### config.mk
export PLATFORM = sky130hd
export DESIGN_NAME = sample_clock_conditioner
export DESIGN_NICKNAME = d
export VERILOG_FILES = /design/src/verilog/clkcond_pkg.sv /design/src/verilog/clkdet_if.sv /design/src/verilog/clock_presence_meter.sv /design/src/verilog/sample_clock_conditioner.sv
export SDC_FILE = /design/constraint.sdc
export NUM_CORES = 1
export LEC_CHECK = 0
export ABC_AREA = 1
export BUFFER_PORTS_ARGS = -buffer_cell sky130_fd_sc_hd__buf_4
export CAP_MARGIN = 10
export CORE_UTILIZATION = 59
export DETAILED_ROUTE_END_ITERATION = 10
export GPL_TIMING_DRIVEN = 0
export PLACE_DENSITY = 0.82
export SLEW_MARGIN = 20
export SYNTH_ARGS = -nofsm -noshare
export SYNTH_HDL_FRONTEND = slang
export SYNTH_SLANG_ARGS = --single-unit
### constraint.sdc
create_clock -name CLK_I -period 9.3 [get_ports CLK_I]
set_input_delay 1.395 -clock CLK_I [delete_from_list [all_inputs] [get_ports CLK_I]]
set_output_delay 1.395 -clock CLK_I [all_outputs]
set_load 0.03 [all_outputs]
### src/verilog/clkcond_pkg.sv
// Constants, register map and types for the sample clock conditioner
package clkcond_pkg;
    // ------------------------------------------------------------
    // Register indices (byte address is four times the index)
    // ------------------------------------------------------------
    localparam logic [9:0] IDX_DELAY_MODE = 10'h110;
    localparam logic [9:0] IDX_VERNIER = 10'h111;
    localparam logic [9:0] IDX_COARSE = 10'h112;
    localparam logic [9:0] IDX_MON_SETUP = 10'h11a;
    localparam logic [9:0] IDX_PRESENCE = 10'h11b;
    localparam logic [9:0] IDX_DUTY = 10'h11c;
    localparam logic [9:0] IDX_FSYNC1 = 10'h120;
    localparam logic [9:0] IDX_FSYNC_FLAGS = 10'h12e;
    localparam logic [9:0] IDX_IRQ_STATUS = 10'h130;
    localparam logic [9:0] IDX_IRQ_MASK = 10'h131;
    // ------------------------------------------------------------
    // Reset values
    // ------------------------------------------------------------
    localparam logic [2:0] RST_DELAY_MODE = 3'h0;
    localparam logic [7:0] RST_VERNIER = 8'h00;
    localparam logic [7:0] RST_COARSE = 8'hc0;
    localparam logic [2:0] RST_MON_RSVD = 3'h0;
    localparam logic [1:0] RST_MON_THRESH = 2'h1;
    localparam logic RST_MON_EN = 1'b1;
    localparam logic [4:0] RST_DUTY_RSVD = 5'h01;
    localparam logic RST_DUTY_EN = 1'b0;
    localparam logic RST_DUTY_PWR = 1'b0;
    localparam logic RST_FLAG_HOLD = 1'b0;
    localparam logic [2:0] RST_IRQ = 3'h0;
    // ------------------------------------------------------------
    // Field positions
    // ------------------------------------------------------------
    localparam int POS_MON_RSVD = 5;
    localparam int POS_MON_THRESH = 3;
    localparam int POS_MON_EN = 2;
    localparam int POS_DUTY_RSVD = 3;
    localparam int POS_DUTY_EN = 1;
    localparam int POS_DUTY_PWR = 0;
    localparam int POS_PRESENT = 0;
    localparam int POS_FLAG_HOLD = 6;
    localparam int POS_FLAG_SETUP = 0;
    localparam int POS_FLAG_HOLDERR = 1;
    localparam int POS_IRQ_CLK = 0;
    localparam int POS_IRQ_SETUP = 1;
    localparam int POS_IRQ_HOLD = 2;
    // ------------------------------------------------------------
    // Delay modes, limits and step sizes
    // ------------------------------------------------------------
    typedef enum logic [2:0] {
        DLY_OFF = 3'b000,
        DLY_RSVD1 = 3'b001,
        DLY_FINE16 = 3'b010,
        DLY_FINE16_LJ = 3'b011,
        DLY_FINE_FULL = 3'b100,
        DLY_FINE_ALT = 3'b101,
        DLY_FINE_VERN = 3'b110,
        DLY_RSVD7 = 3'b111
    } delay_mode_t;
    localparam logic [7:0] COARSE_MAX = 8'hc0;
    localparam logic [7:0] COARSE_REDUCED_MAX = 8'h10;
    localparam logic [7:0] VERNIER_MAX = 8'h80;
    localparam logic [18:0] COARSE_STEP_FS = 19'd1725;
    localparam logic [18:0] VERNIER_STEP_FS = 19'd250;
    // ------------------------------------------------------------
    // Clock detector thresholds and timing
    // ------------------------------------------------------------
    localparam logic [1:0] THRESH_200 = 2'b01;
    localparam logic [1:0] THRESH_150 = 2'b11;
    localparam int CLK_PERIOD_NS = 40;
    localparam int GATE_NS = 10240;
    localparam int GATE_CYC = GATE_NS / CLK_PERIOD_NS;
    localparam int PRESCALE = 64;
    localparam int MHZ_HI = 200;
    localparam int MHZ_LO = 150;
    localparam int EDGES_HI = 2 * MHZ_HI * GATE_NS / 1000 / PRESCALE;
    localparam int EDGES_LO = 2 * MHZ_LO * GATE_NS / 1000 / PRESCALE;
endpackage

### src/verilog/clkdet_if.sv
// Link between the register block and the clock presence meter
`timescale 1ns/1ps
interface clkdet_if;
    logic enable;
    logic [1:0] thresh;
    logic present;
    logic window_done;
    modport ctrl (output enable, output thresh, input present, input window_done);
    modport meter (input enable, input thresh, output present, output window_done);
endinterface

### src/verilog/clock_presence_meter.sv
// Gated transition counter that decides whether the input clock is present
`timescale 1ns/1ps
module clock_presence_meter
    import clkcond_pkg::*;
(
    // Clock and reset
    input wire logic clk_i,
    input wire logic rst_n_i,
    // Prescaled sample clock pin
    input wire logic div_clk_i,
    // Control side
    clkdet_if.meter mon
);
    logic [2:0] sync;
    logic level;
    logic [7:0] gate_cnt;
    logic [7:0] edge_cnt;
    logic [7:0] need;
    logic present;
    logic done;

    assign mon.present = present;
    assign mon.window_done = done;

    // ------------------------------------------------------------
    // Pin synchroniser; a change counts once stages two and three agree
    // ------------------------------------------------------------
    always_ff @(posedge clk_i or negedge rst_n_i)
    begin
        if (!rst_n_i)
        begin
            sync <= 3'h0;
            level <= 1'b0;
        end
        else
        begin
            sync <= {sync[1:0], div_clk_i};
            if (sync[1] == sync[2])
            begin
                level <= sync[2];
            end
        end
    end

    // Threshold in transitions per gate; unlisted codes take the higher one
    always_comb
    begin
        if (mon.thresh == THRESH_150)
        begin
            need = 8'(EDGES_LO);
        end
        else
        begin
            need = 8'(EDGES_HI);
        end
    end

    // ------------------------------------------------------------
    // Gate window; a disabled detector reports no clock
    // ------------------------------------------------------------
    always_ff @(posedge clk_i or negedge rst_n_i)
    begin
        if (!rst_n_i)
        begin
            gate_cnt <= 8'h00;
            edge_cnt <= 8'h00;
            present <= 1'b0;
            done <= 1'b0;
        end
        else if (!mon.enable)
        begin
            gate_cnt <= 8'h00;
            edge_cnt <= 8'h00;
            present <= 1'b0;
            done <= 1'b0;
        end
        else
        begin
            done <= (gate_cnt == 8'(GATE_CYC - 1));
            if (gate_cnt == 8'(GATE_CYC - 1))
            begin
                gate_cnt <= 8'h00;
                edge_cnt <= 8'h00;
                present <= (edge_cnt >= need);
            end
            else
            begin
                gate_cnt <= gate_cnt + 8'h01;
                // Saturate so a runaway input cannot wrap below the threshold
                if ((sync[1] == sync[2]) && (sync[2] != level) && (edge_cnt != 8'hff))
                begin
                    edge_cnt <= edge_cnt + 8'h01;
                end
            end
        end
    end
endmodule

### src/verilog/sample_clock_conditioner.sv
// Sample clock delay, presence monitor, duty stabilizer and frame sync flag control
//
// Contract
// - Vernier field counts 0.25 ps steps, zero none
// - Vernier codes up to 0x80 map linearly
// - Coarse skew field counts 1.725 ps steps
// - Coarse skew up to 0xc0, resets to 0xc0
// - Presence status bit 0, read only, resets 0
// - Flag hold bit keeps sync error flags cleared
// - Full modes take 192 steps, reduced take 16
// - Vernier acts only in delay mode 110
//
// Chosen here: register access over APB.
`timescale 1ns/1ps
module sample_clock_conditioner
    import clkcond_pkg::*;
(
    // Clock and reset
    input wire logic CLK_I,
    input wire logic RST_N_I,
    // APB slave
    input wire logic PSEL_I,
    input wire logic PENABLE_I,
    input wire logic PWRITE_I,
    input wire logic [11:0] PADDR_I,
    input wire logic [31:0] PWDATA_I,
    input wire logic [3:0] PSTRB_I,
    output logic [31:0] PRDATA_O,
    output logic PREADY_O,
    output logic PSLVERR_O,
    // Pins from outside the clock domain
    input wire logic SAMPLE_CLK_DIV_I,
    input wire logic SYSREF_SETUP_ERR_I,
    input wire logic SYSREF_HOLD_ERR_I,
    // Delay line control
    output logic [7:0] COARSE_STEPS_O,
    output logic [7:0] VERNIER_STEPS_O,
    output logic [18:0] TOTAL_DELAY_FS_O,
    // Duty cycle stabilizer control
    output logic DUTY_STAB_POWER_O,
    output logic DUTY_STAB_ENABLE_O,
    // Status and interrupt
    output logic CLOCK_PRESENT_O,
    output logic SYSREF_SETUP_FLAG_O,
    output logic SYSREF_HOLD_FLAG_O,
    output logic IRQ_O
);
    // ------------------------------------------------------------
    // Declarations
    // ------------------------------------------------------------
    clkdet_if mon ();

    logic [2:0] mode;
    logic [7:0] vernier;
    logic [7:0] coarse;
    logic [2:0] mon_rsvd;
    logic [1:0] mon_thresh;
    logic mon_en;
    logic [4:0] duty_rsvd;
    logic duty_en;
    logic duty_pwr;
    logic flag_hold;
    logic [2:0] irq_status;
    logic [2:0] irq_mask;
    logic [1:0] err_flags;
    logic present_q;

    logic [9:0] idx;
    logic wr_en;
    logic [7:0] wbyte;
    logic [31:0] next_rdata;
    logic next_slverr;

    logic [2:0] err_sync [2];
    logic [1:0] err_level;
    logic [1:0] err_rise;
    logic [2:0] events;

    logic [7:0] next_coarse;
    logic [7:0] next_vernier;

    // ------------------------------------------------------------
    // Clock presence meter
    // ------------------------------------------------------------
    assign mon.enable = mon_en;
    assign mon.thresh = mon_thresh;

    clock_presence_meter meter_u (
        .clk_i (CLK_I),
        .rst_n_i (RST_N_I),
        .div_clk_i (SAMPLE_CLK_DIV_I),
        .mon (mon.meter)
    );

    // ------------------------------------------------------------
    // APB decode; no wait state, read data leave a flip-flop loaded in the setup cycle
    // ------------------------------------------------------------
    assign idx = PADDR_I[11:2];
    assign wr_en = PSEL_I && PENABLE_I && PREADY_O && PWRITE_I && PSTRB_I[0];
    assign wbyte = PWDATA_I[7:0];

    // Read multiplexer, sampled during the setup cycle
    always_comb
    begin
        next_rdata = 32'h0000_0000;
        next_slverr = 1'b0;
        case (idx)
            IDX_DELAY_MODE: next_rdata[2:0] = mode;
            IDX_VERNIER: next_rdata[7:0] = vernier;
            IDX_COARSE: next_rdata[7:0] = coarse;
            IDX_MON_SETUP:
            begin
                next_rdata[POS_MON_RSVD +: 3] = mon_rsvd;
                next_rdata[POS_MON_THRESH +: 2] = mon_thresh;
                next_rdata[POS_MON_EN] = mon_en;
            end
            IDX_PRESENCE: next_rdata[POS_PRESENT] = present_q;
            IDX_DUTY:
            begin
                next_rdata[POS_DUTY_RSVD +: 5] = duty_rsvd;
                next_rdata[POS_DUTY_EN] = duty_en;
                next_rdata[POS_DUTY_PWR] = duty_pwr;
            end
            IDX_FSYNC1: next_rdata[POS_FLAG_HOLD] = flag_hold;
            IDX_FSYNC_FLAGS: next_rdata[1:0] = err_flags;
            IDX_IRQ_STATUS: next_rdata[2:0] = irq_status;
            IDX_IRQ_MASK: next_rdata[2:0] = irq_mask;
            default: next_slverr = 1'b1;
        endcase
    end

    // Bus answer flops
    always_ff @(posedge CLK_I or negedge RST_N_I)
    begin
        if (!RST_N_I)
        begin
            PREADY_O <= 1'b0;
            PRDATA_O <= 32'h0000_0000;
            PSLVERR_O <= 1'b0;
        end
        else
        begin
            PREADY_O <= PSEL_I && !PENABLE_I;
            if (PSEL_I && !PENABLE_I)
            begin
                PRDATA_O <= PWRITE_I ? 32'h0000_0000 : next_rdata;
                PSLVERR_O <= next_slverr;
            end
            else
            begin
                PSLVERR_O <= 1'b0;
            end
        end
    end

    // ------------------------------------------------------------
    // Control registers written by software
    // ------------------------------------------------------------
    always_ff @(posedge CLK_I or negedge RST_N_I)
    begin
        if (!RST_N_I)
        begin
            mode <= RST_DELAY_MODE;
            vernier <= RST_VERNIER;
            coarse <= RST_COARSE;
            mon_rsvd <= RST_MON_RSVD;
            mon_thresh <= RST_MON_THRESH;
            mon_en <= RST_MON_EN;
            duty_rsvd <= RST_DUTY_RSVD;
            duty_en <= RST_DUTY_EN;
            duty_pwr <= RST_DUTY_PWR;
            flag_hold <= RST_FLAG_HOLD;
            irq_mask <= RST_IRQ;
        end
        else if (wr_en)
        begin
            case (idx)
                IDX_DELAY_MODE: mode <= wbyte[2:0];
                IDX_VERNIER: vernier <= wbyte;
                IDX_COARSE: coarse <= wbyte;
                IDX_MON_SETUP:
                begin
                    mon_rsvd <= wbyte[POS_MON_RSVD +: 3];
                    mon_thresh <= wbyte[POS_MON_THRESH +: 2];
                    mon_en <= wbyte[POS_MON_EN];
                end
                IDX_DUTY:
                begin
                    duty_rsvd <= wbyte[POS_DUTY_RSVD +: 5];
                    duty_en <= wbyte[POS_DUTY_EN];
                    duty_pwr <= wbyte[POS_DUTY_PWR];
                end
                IDX_FSYNC1: flag_hold <= wbyte[POS_FLAG_HOLD];
                IDX_IRQ_MASK: irq_mask <= wbyte[2:0];
                default: ;
            endcase
        end
    end

    // ------------------------------------------------------------
    // Delay steps actually applied, by mode
    // ------------------------------------------------------------
    // Out-of-range codes saturate rather than wrap, so a bad write never
    // jumps the clock edge to the far end of the line.
    always_comb
    begin
        next_coarse = 8'h00;
        next_vernier = 8'h00;
        case (delay_mode_t'(mode))
            DLY_FINE16, DLY_FINE16_LJ:
            begin
                // Reduced range modes take only steps 0 to 16
                next_coarse = (coarse > COARSE_REDUCED_MAX) ? COARSE_REDUCED_MAX : coarse;
            end
            DLY_FINE_FULL, DLY_FINE_ALT:
            begin
                next_coarse = (coarse > COARSE_MAX) ? COARSE_MAX : coarse;
            end
            DLY_FINE_VERN:
            begin
                next_coarse = (coarse > COARSE_MAX) ? COARSE_MAX : coarse;
                next_vernier = (vernier > VERNIER_MAX) ? VERNIER_MAX : vernier;
            end
            default:
            begin
                // No delay, and reserved codes treated as no delay
                next_coarse = 8'h00;
                next_vernier = 8'h00;
            end
        endcase
    end

    // Registered delay outputs with total delay in femtoseconds
    always_ff @(posedge CLK_I or negedge RST_N_I)
    begin
        if (!RST_N_I)
        begin
            COARSE_STEPS_O <= 8'h00;
            VERNIER_STEPS_O <= 8'h00;
            TOTAL_DELAY_FS_O <= 19'h00000;
        end
        else
        begin
            COARSE_STEPS_O <= next_coarse;
            VERNIER_STEPS_O <= next_vernier;
            // Linear in each count: 1.725 ps and 0.25 ps per step
            TOTAL_DELAY_FS_O <= 19'({11'h000, next_coarse} * COARSE_STEP_FS)
                + 19'({11'h000, next_vernier} * VERNIER_STEP_FS);
        end
    end

    // ------------------------------------------------------------
    // Duty cycle stabilizer
    // ------------------------------------------------------------
    // Power and enable are passed through as written; enable without power
    // is left to software ordering, the stabilizer stays bypassed while clear.
    always_ff @(posedge CLK_I or negedge RST_N_I)
    begin
        if (!RST_N_I)
        begin
            DUTY_STAB_POWER_O <= 1'b0;
            DUTY_STAB_ENABLE_O <= 1'b0;
        end
        else
        begin
            DUTY_STAB_POWER_O <= duty_pwr;
            DUTY_STAB_ENABLE_O <= duty_en;
        end
    end

    // ------------------------------------------------------------
    // Frame sync error pins: three-stage synchronisers
    // ------------------------------------------------------------
    generate
        for (genvar i = 0; i < 2; i++)
        begin : g_err
            always_ff @(posedge CLK_I or negedge RST_N_I)
            begin
                if (!RST_N_I)
                begin
                    err_sync[i] <= 3'h0;
                    err_level[i] <= 1'b0;
                end
                else
                begin
                    err_sync[i] <= {err_sync[i][1:0],
                        (i == 0) ? SYSREF_SETUP_ERR_I : SYSREF_HOLD_ERR_I};
                    if (err_sync[i][1] == err_sync[i][2])
                    begin
                        err_level[i] <= err_sync[i][2];
                    end
                end
            end
            assign err_rise[i] = (err_sync[i][1] == err_sync[i][2])
                && err_sync[i][2] && !err_level[i];
        end
    endgenerate

    // Sticky error flags; the hold bit clears them and blocks new sets
    always_ff @(posedge CLK_I or negedge RST_N_I)
    begin
        if (!RST_N_I)
        begin
            err_flags <= 2'h0;
        end
        else if (flag_hold)
        begin
            err_flags <= 2'h0;
        end
        else
        begin
            err_flags <= err_flags | err_rise;
        end
    end

    // ------------------------------------------------------------
    // Events, sticky status and interrupt
    // ------------------------------------------------------------
    assign events[POS_IRQ_CLK] = (mon.present != present_q);
    assign events[POS_IRQ_SETUP] = err_rise[POS_FLAG_SETUP] && !flag_hold;
    assign events[POS_IRQ_HOLD] = err_rise[POS_FLAG_HOLDERR] && !flag_hold;

    // Write one to clear; a set in the same cycle wins
    always_ff @(posedge CLK_I or negedge RST_N_I)
    begin
        if (!RST_N_I)
        begin
            irq_status <= RST_IRQ;
        end
        else
        begin
            if (wr_en && (idx == IDX_IRQ_STATUS))
            begin
                irq_status <= (irq_status & ~wbyte[2:0]) | events;
            end
            else
            begin
                irq_status <= irq_status | events;
            end
        end
    end

    // Status outputs and interrupt level
    always_ff @(posedge CLK_I or negedge RST_N_I)
    begin
        if (!RST_N_I)
        begin
            present_q <= 1'b0;
            CLOCK_PRESENT_O <= 1'b0;
            SYSREF_SETUP_FLAG_O <= 1'b0;
            SYSREF_HOLD_FLAG_O <= 1'b0;
            IRQ_O <= 1'b0;
        end
        else
        begin
            present_q <= mon.present;
            CLOCK_PRESENT_O <= mon.present;
            SYSREF_SETUP_FLAG_O <= err_flags[POS_FLAG_SETUP];
            SYSREF_HOLD_FLAG_O <= err_flags[POS_FLAG_HOLDERR];
            IRQ_O <= |(irq_status & irq_mask);
        end
    end
endmodule

# Word-level counts from Yosys, hierarchy flattened
# Cells that the tools add are included.
op_classes:
  n_mux: 24
  n_mul: 2
  n_reduce_logical: 29
  addsub: 3
  div: 0
  magnitude_cmp: 4
  n_shift: 0
  eq_ne: 25
  n_bitwise: 6
ops:
  columns: ["operator", "n"]
  rows:
  - ["10-bit by 9-bit == test with 1-bit output, second input constant", 10]
  - ["8-bit two-way mux", 10]
  - ["19-bit by 16-bit adder with 19-bit output", 1]
  - ["8-bit by 11-bit multiplier with 19-bit output, second input constant", 1]
  - ["8-bit by 1-bit adder with 8-bit output, second input constant", 2]
  - ["8-bit greater-than comparator, second input constant", 2]
  - ["8-bit one-hot mux with 2 select lines", 1]
  - ["8-bit by 7-bit multiplier with 15-bit output, second input constant", 1]
  - ["1-bit logical AND", 14]
  - ["2-bit AND reduction", 7]
  - ["3-bit one-hot mux with 4 select lines", 1]
  - ["10-bit OR reduction", 1]
  - ["3-bit == test, second input constant", 3]
  - ["8-bit == test, second input constant", 1]
  - ["8-bit greater-or-equal comparator", 1]
  - ["8-bit by 5-bit greater-than comparator with 1-bit output, second input constant", 1]
  - ["8-bit != test, second input constant", 1]
  - ["1-bit one-hot mux with 8 select lines", 1]
  - ["7-bit two-way mux", 1]
  - ["1-bit one-hot mux with 7 select lines", 1]
  - ["3-bit bitwise AND", 2]
  - ["3-bit by 2-bit == test with 1-bit output, second input constant", 2]
  - ["3-bit OR", 2]
  - ["1-bit one-hot mux with 6 select lines", 1]
  - ["15 further kinds", 25]
word_totals:
  output_inout_bits: 75
  ramBits: 0
  register_bits: 145
  word_cells: 127
  input_bits: 56
  latchBits: 0
  mem_count: 0
  romBits: 0

# Depth between registers and ports, before layout
depth:
  depth_word: 6
  depth_mapped: 35

# Hierarchy
# Synthesis repeated with hierarchy kept, for this count alone.
unflattened:
  cells_unflattened: 1060
  area_unflattened_um2: 9251.4
by_module_without_submodules:
  columns: ["module", "area_per_inst_um2", "n_inst", "cells_per_inst", "seq_area_each_um2"]
  rows:
  - ["sample_clock_conditioner", 8081.5, 1, 919, 2483.6]
  - ["clock_presence_meter", 1169.9, 1, 141, 550.5]

# Worst setup path after synthesis
# No wires, ideal clock.
synth_path:
  path_kind: "register to register"
  start: "register mode[1]"
  end: "register TOTAL_DELAY_FS_O[17]"
  arrival_ns: 7.099
  required_time_ns: 9.184
  path_stages_with_launch: 33
  slack_ns: 2.085
  n_path_buf: 0
  period_less_slack_ns: 7.215
  setup_ns: 0.116
  cell_sequence: "dfrtp_1 inv_1 nor3_1 inv_1 nor3_1 ha_1 inv_1 fa_1 inv_1 fa_1 inv_1 fa_1 inv_1 ha_1 nand2_1 nor3_1 a21oi_1 xnor2_1 fa_1 inv_1 fa_1 fa_1 fa_1 inv_1 ha_1 a21oi_1 nor2_1 nor2_1 inv_1 a21oi_1 nand2_1 nand2_1 nand2_1"
synth_lines:
  columns: ["item", "line", "text"]
  rows:
  - ["start: declaration", "sample_clock_conditioner.sv:53", "logic [2:0] mode;"]
  - ["start signal: assignment", "sample_clock_conditioner.sv:178", "IDX_DELAY_MODE: mode <= wbyte[2:0];"]
  - ["3-bit == test", "sample_clock_conditioner.sv:209", "case (delay_mode_t'(mode))"]
  - ["8-bit two-way mux", "sample_clock_conditioner.sv:209", null]
  - ["net next_vernier[5]", "sample_clock_conditioner.sv:80", "logic [7:0] next_vernier;"]
  - ["8-bit by 7-bit multiplier with 15-bit output", "sample_clock_conditioner.sv:248", "+ 19'({11'h000, next_vernier} * VERNIER_STEP_FS);"]
  - ["19-bit by 16-bit adder with 19-bit output", "sample_clock_conditioner.sv:248", null]
  - ["end signal: assignment", "sample_clock_conditioner.sv:247", "TOTAL_DELAY_FS_O <= 19'({11'h000, next_coarse} * COARSE_STEP_FS)"]
  - ["end: declaration", "sample_clock_conditioner.sv:38", "output logic [18:0] TOTAL_DELAY_FS_O,"]
# The timed path passes the listed nets, and every way through them passes these cells.
# A chain may end at the register's enable or synchronous reset.

# Worst setup path in the final report
# Same ends and word-level chain as after synthesis.

==> flow_summary.yaml <==
run_status:
  status: "complete, no violations"
synthesis:
  synth_area_leaders: "dfrtp_1 (32%), fa_1 (14%), ha_1 (13%)"
  synth-seq-cells: 120
  avgSynthCellArea_sq_um: 8.77
  yosysMostFrequentCell: "nand2_1"
  synth_top_cell_by_area: "dfrtp_1"
  syn_area_sq_mm: 0.00914
  synth_edf_count: 0
  netlist_instances: 1042
  synthArstFlopShare_pct: 100
  ys_seq_area_share_pct: 32.9
  synth_cell_types: 42
  yosys.area.top_type_share_pct: 31.5
  synth_commonest_cells: "nand2_1 (202), inv_1 (199), dfrtp_1 (115)"
  yosys_warnings: 0
  ys.flop_type: "dfrtp_1"
placement:
  place.port_buffers: 77
  dp_hpwl_mm: 15.5
  place_congestion: 0.897
  dpl.cell_count: 1331
floorplanning:
  ios: 131
  dieArea_sq_mm: 0.0160
  die_y_um: 126
  die-width_um: 126
  start_util_pct: 60.3
  num_rows: 45
  core_area_sq_mm: 0.0151
global_route:
  gr-total-overflow: 0
  grt_use_total_pct: 26.3
  antenna_found_initial: 0
  grt_pass1_vias: 7132
  grt_pass1_wl_mm: 33.0
  grt_max_degree: 84
final_layout:
  syn2layout_area_growth_pct: 17.3
  final_cell_count_no_fill: 1362
  n_antenna_cell: 0
  drive_gt1_share_pct: 16.4
  nets: 1376
hold_path:
  hold_path_class: "flip-flop to flip-flop"
power_and_ir_drop:
  p_leak_nw: 5.94
  clockPowerShare_pct: 54.8
  switchingPower_mw: 0.300
  p_int_mw: 1.02
  ir_drop_mv: 0.121
  seqPwrFrac_pct: 40.0
  p_comb_share_pct: 5.2
  p_sw_share_pct: 22.7
  power-per-cell-area_mw_per_mm2: 124
worst_setup_path:
  crit_required_ns: 9.61
  cp-start-kind: "flip-flop"
  max_stage_delay_ns: 0.55
  cp-end-kind: "flip-flop"
  path_class: "flip-flop to flip-flop"
  slowest_stage: "fa_1"
  crit_fanout: 7
  cpMostUsedCell: "inv_1"
  cp.arrival_ns: 8.65
clocking:
  cts_tree: "done"
  cts_buffers: 17
  cts_resized: 0
  clk_latency_ns: 0.42
  clk_pin_slew_ns: 0.06
  clock-sinks: 120
  cts_max_path_buffers: 2
  htreeDepth: 4
  cts-root-buf: "clkbuf_16"
  hold_buffers: 0
  post_cts_buffers: 0
timing:
  fin_crit_ns: 8.33
  relSlewSlack_pct: 52.4
  finalSetupViolations: 0
  skew_ns: 0.00582
  rsz0062_at_grt: "no"
  slew_violations: 0
  finalCritPeriodShare_pct: 89.6
  max_clock_freq_mhz: 120
  tightest_slew_ns: 0.712
  tns_ns: 0
  hold_violations: 0
detailed_routing:
  routed_wl_mm: 20.1
  vias_per_cell: 5.34
  drc: 0
  wl_per_cell_um: 14.7
  drt_pre_antenna_iters: 5
  detail-route-antenna-nets: 0
  vias: 7275
  drt_iter0_drc: 555
flow_run:
  cap_violations: 0
## cells by family after synthesis
logic type / after synthesis / share of synthesized area [%]
AND/OR/NAND/NOR: 369 / 17.9
buffers and inverters: 238 / 11.1
adder cells (fa/ha/maj): 158 / 26.8
AO/OA/AOI/OAI: 129 / 8.62
flip-flops: 120 / 32.9
XOR/XNOR: 27 / 2.59
other: 1 / 0.0411
## power by group through the flow
stage               logic (mW)  registers, mW  clock network (mW)
floorplan               0.0394          0.539                   0
global placement        0.0659          0.538                   0
detailed placement      0.0686          0.538                   0
CTS                     0.0692          0.529               0.728
global route            0.0758          0.529               0.751
finish                  0.0690          0.529               0.726
## final cells by class
| cell class | instances | area, sq um |
|---|---|---|
| buffer | 31 | 235 |
| clock buffer | 17 | 425 |
| clock inverter | 14 | 221 |
| fill | 1132 | 4430 |
| inverter | 207 | 777 |
| multi-input combinational | 707 | 5200 |
| sequential | 120 | 3010 |
| tap | 188 | 235 |
| timing repair buffer | 78 | 609 |
## metal layers
metal  part of all wire [%]  GRT usage (%)  vias up
met5                      0              0        -
met4                    3.4           11.2        0
met3                    4.7           3.88       63
met2                     52           47.6      223
met1                     40           31.2     3517
li1                       -              -     3472
## through the flow
stage                     util, %  total power [mW]  cell area (sq um)  setup slack, ns  hold slack, ns
after floorplan                 -             0.578               9220             2.08           0.331
after global placement       66.3             0.604              10000             1.15           0.335
after detailed placement     66.5             0.607              10100            0.958           0.338
after CTS                    70.7              1.33              10700            0.964           0.359
after global routing         70.8              1.36              10700            0.535           0.363
final                        70.8              1.32              10700            0.968           0.355
## critical path, delay by kind of cell, from the launching register on
kind / cells / cell delay [ns]
AO/OA/AOI/OAI: 5 / 0.97
flip-flops: 1 / 0.42
adder cells (fa/ha/maj): 11 / 4.62
buffers and inverters: 7 / 0.51
XOR/XNOR: 2 / 0.31
AND/OR/NAND/NOR: 8 / 1.39
## worst paths after layout
check	depth (start not counted)	endpoint	slack [ns]	startpoint
worst min register to register	0	err_sync[1]$_DFF_PN0_	0.36	err_sync[0]$_DFF_PN0_
max in group asynchronous	2	duty_rsvd[0]$_DFFE_PN1P_	7.67	RST_N_I
worst max-delay path	33	TOTAL_DELAY_FS_O[17]$_DFF_PN0_	0.97	mode[1]$_DFFE_PN0P_
worst min-delay path	0	err_sync[1]$_DFF_PN0_	0.36	err_sync[0]$_DFF_PN0_
worst max register to register	33	TOTAL_DELAY_FS_O[17]$_DFF_PN0_	0.97	mode[1]$_DFFE_PN0P_
min in group asynchronous	1	meter_u.gate_cnt[2]$_DFF_PN0_	0.87	RST_N_I
## cell usage in the layout (no fill, tap or decap), types with 3 or more instances in the layout
cell / synthesis / final
clkinvlp_4: 0 / 3
inv_2: 8 / 8
nand2_1: 202 / 202
xnor2_1: 10 / 10
nor2_4: 3 / 3
buf_6: 3 / 4
a21oi_1: 41 / 41
conb_1: 1 / 24
o21ai_0: 46 / 46
o21ai_2: 23 / 23
dfrtp_1: 115 / 115
inv_6: 0 / 3
nor2_1: 69 / 69
buf_4: 25 / 101
bufinv_16: 0 / 5
o21bai_1: 4 / 4
nand4_1: 17 / 17
clkbuf_16: 0 / 17
inv_1: 199 / 199
nand2_4: 3 / 3
ha_1: 95 / 95
xor2_1: 17 / 17
nand3_1: 51 / 51
nor2_8: 3 / 3
fa_1: 63 / 63
dfstp_2: 5 / 5
nor3_1: 13 / 12
## flip-flops by register name (all words and copies together) (netlist names), 2 cells and up
name and cells:
meter_u.gate_cnt 8, meter_u.edge_cnt 8, mode 3, err_sync 6
err_level 2, TOTAL_DELAY_FS_O 19, irq_mask 3, duty_rsvd 5
meter_u.sync 3, VERNIER_STEPS_O 8, vernier 8, PRDATA_O 8
irq_status 3, mon.thresh 2, coarse 8, mon_rsvd 3
COARSE_STEPS_O 7, err_flags 2
(Power assumes the default switching activity.)
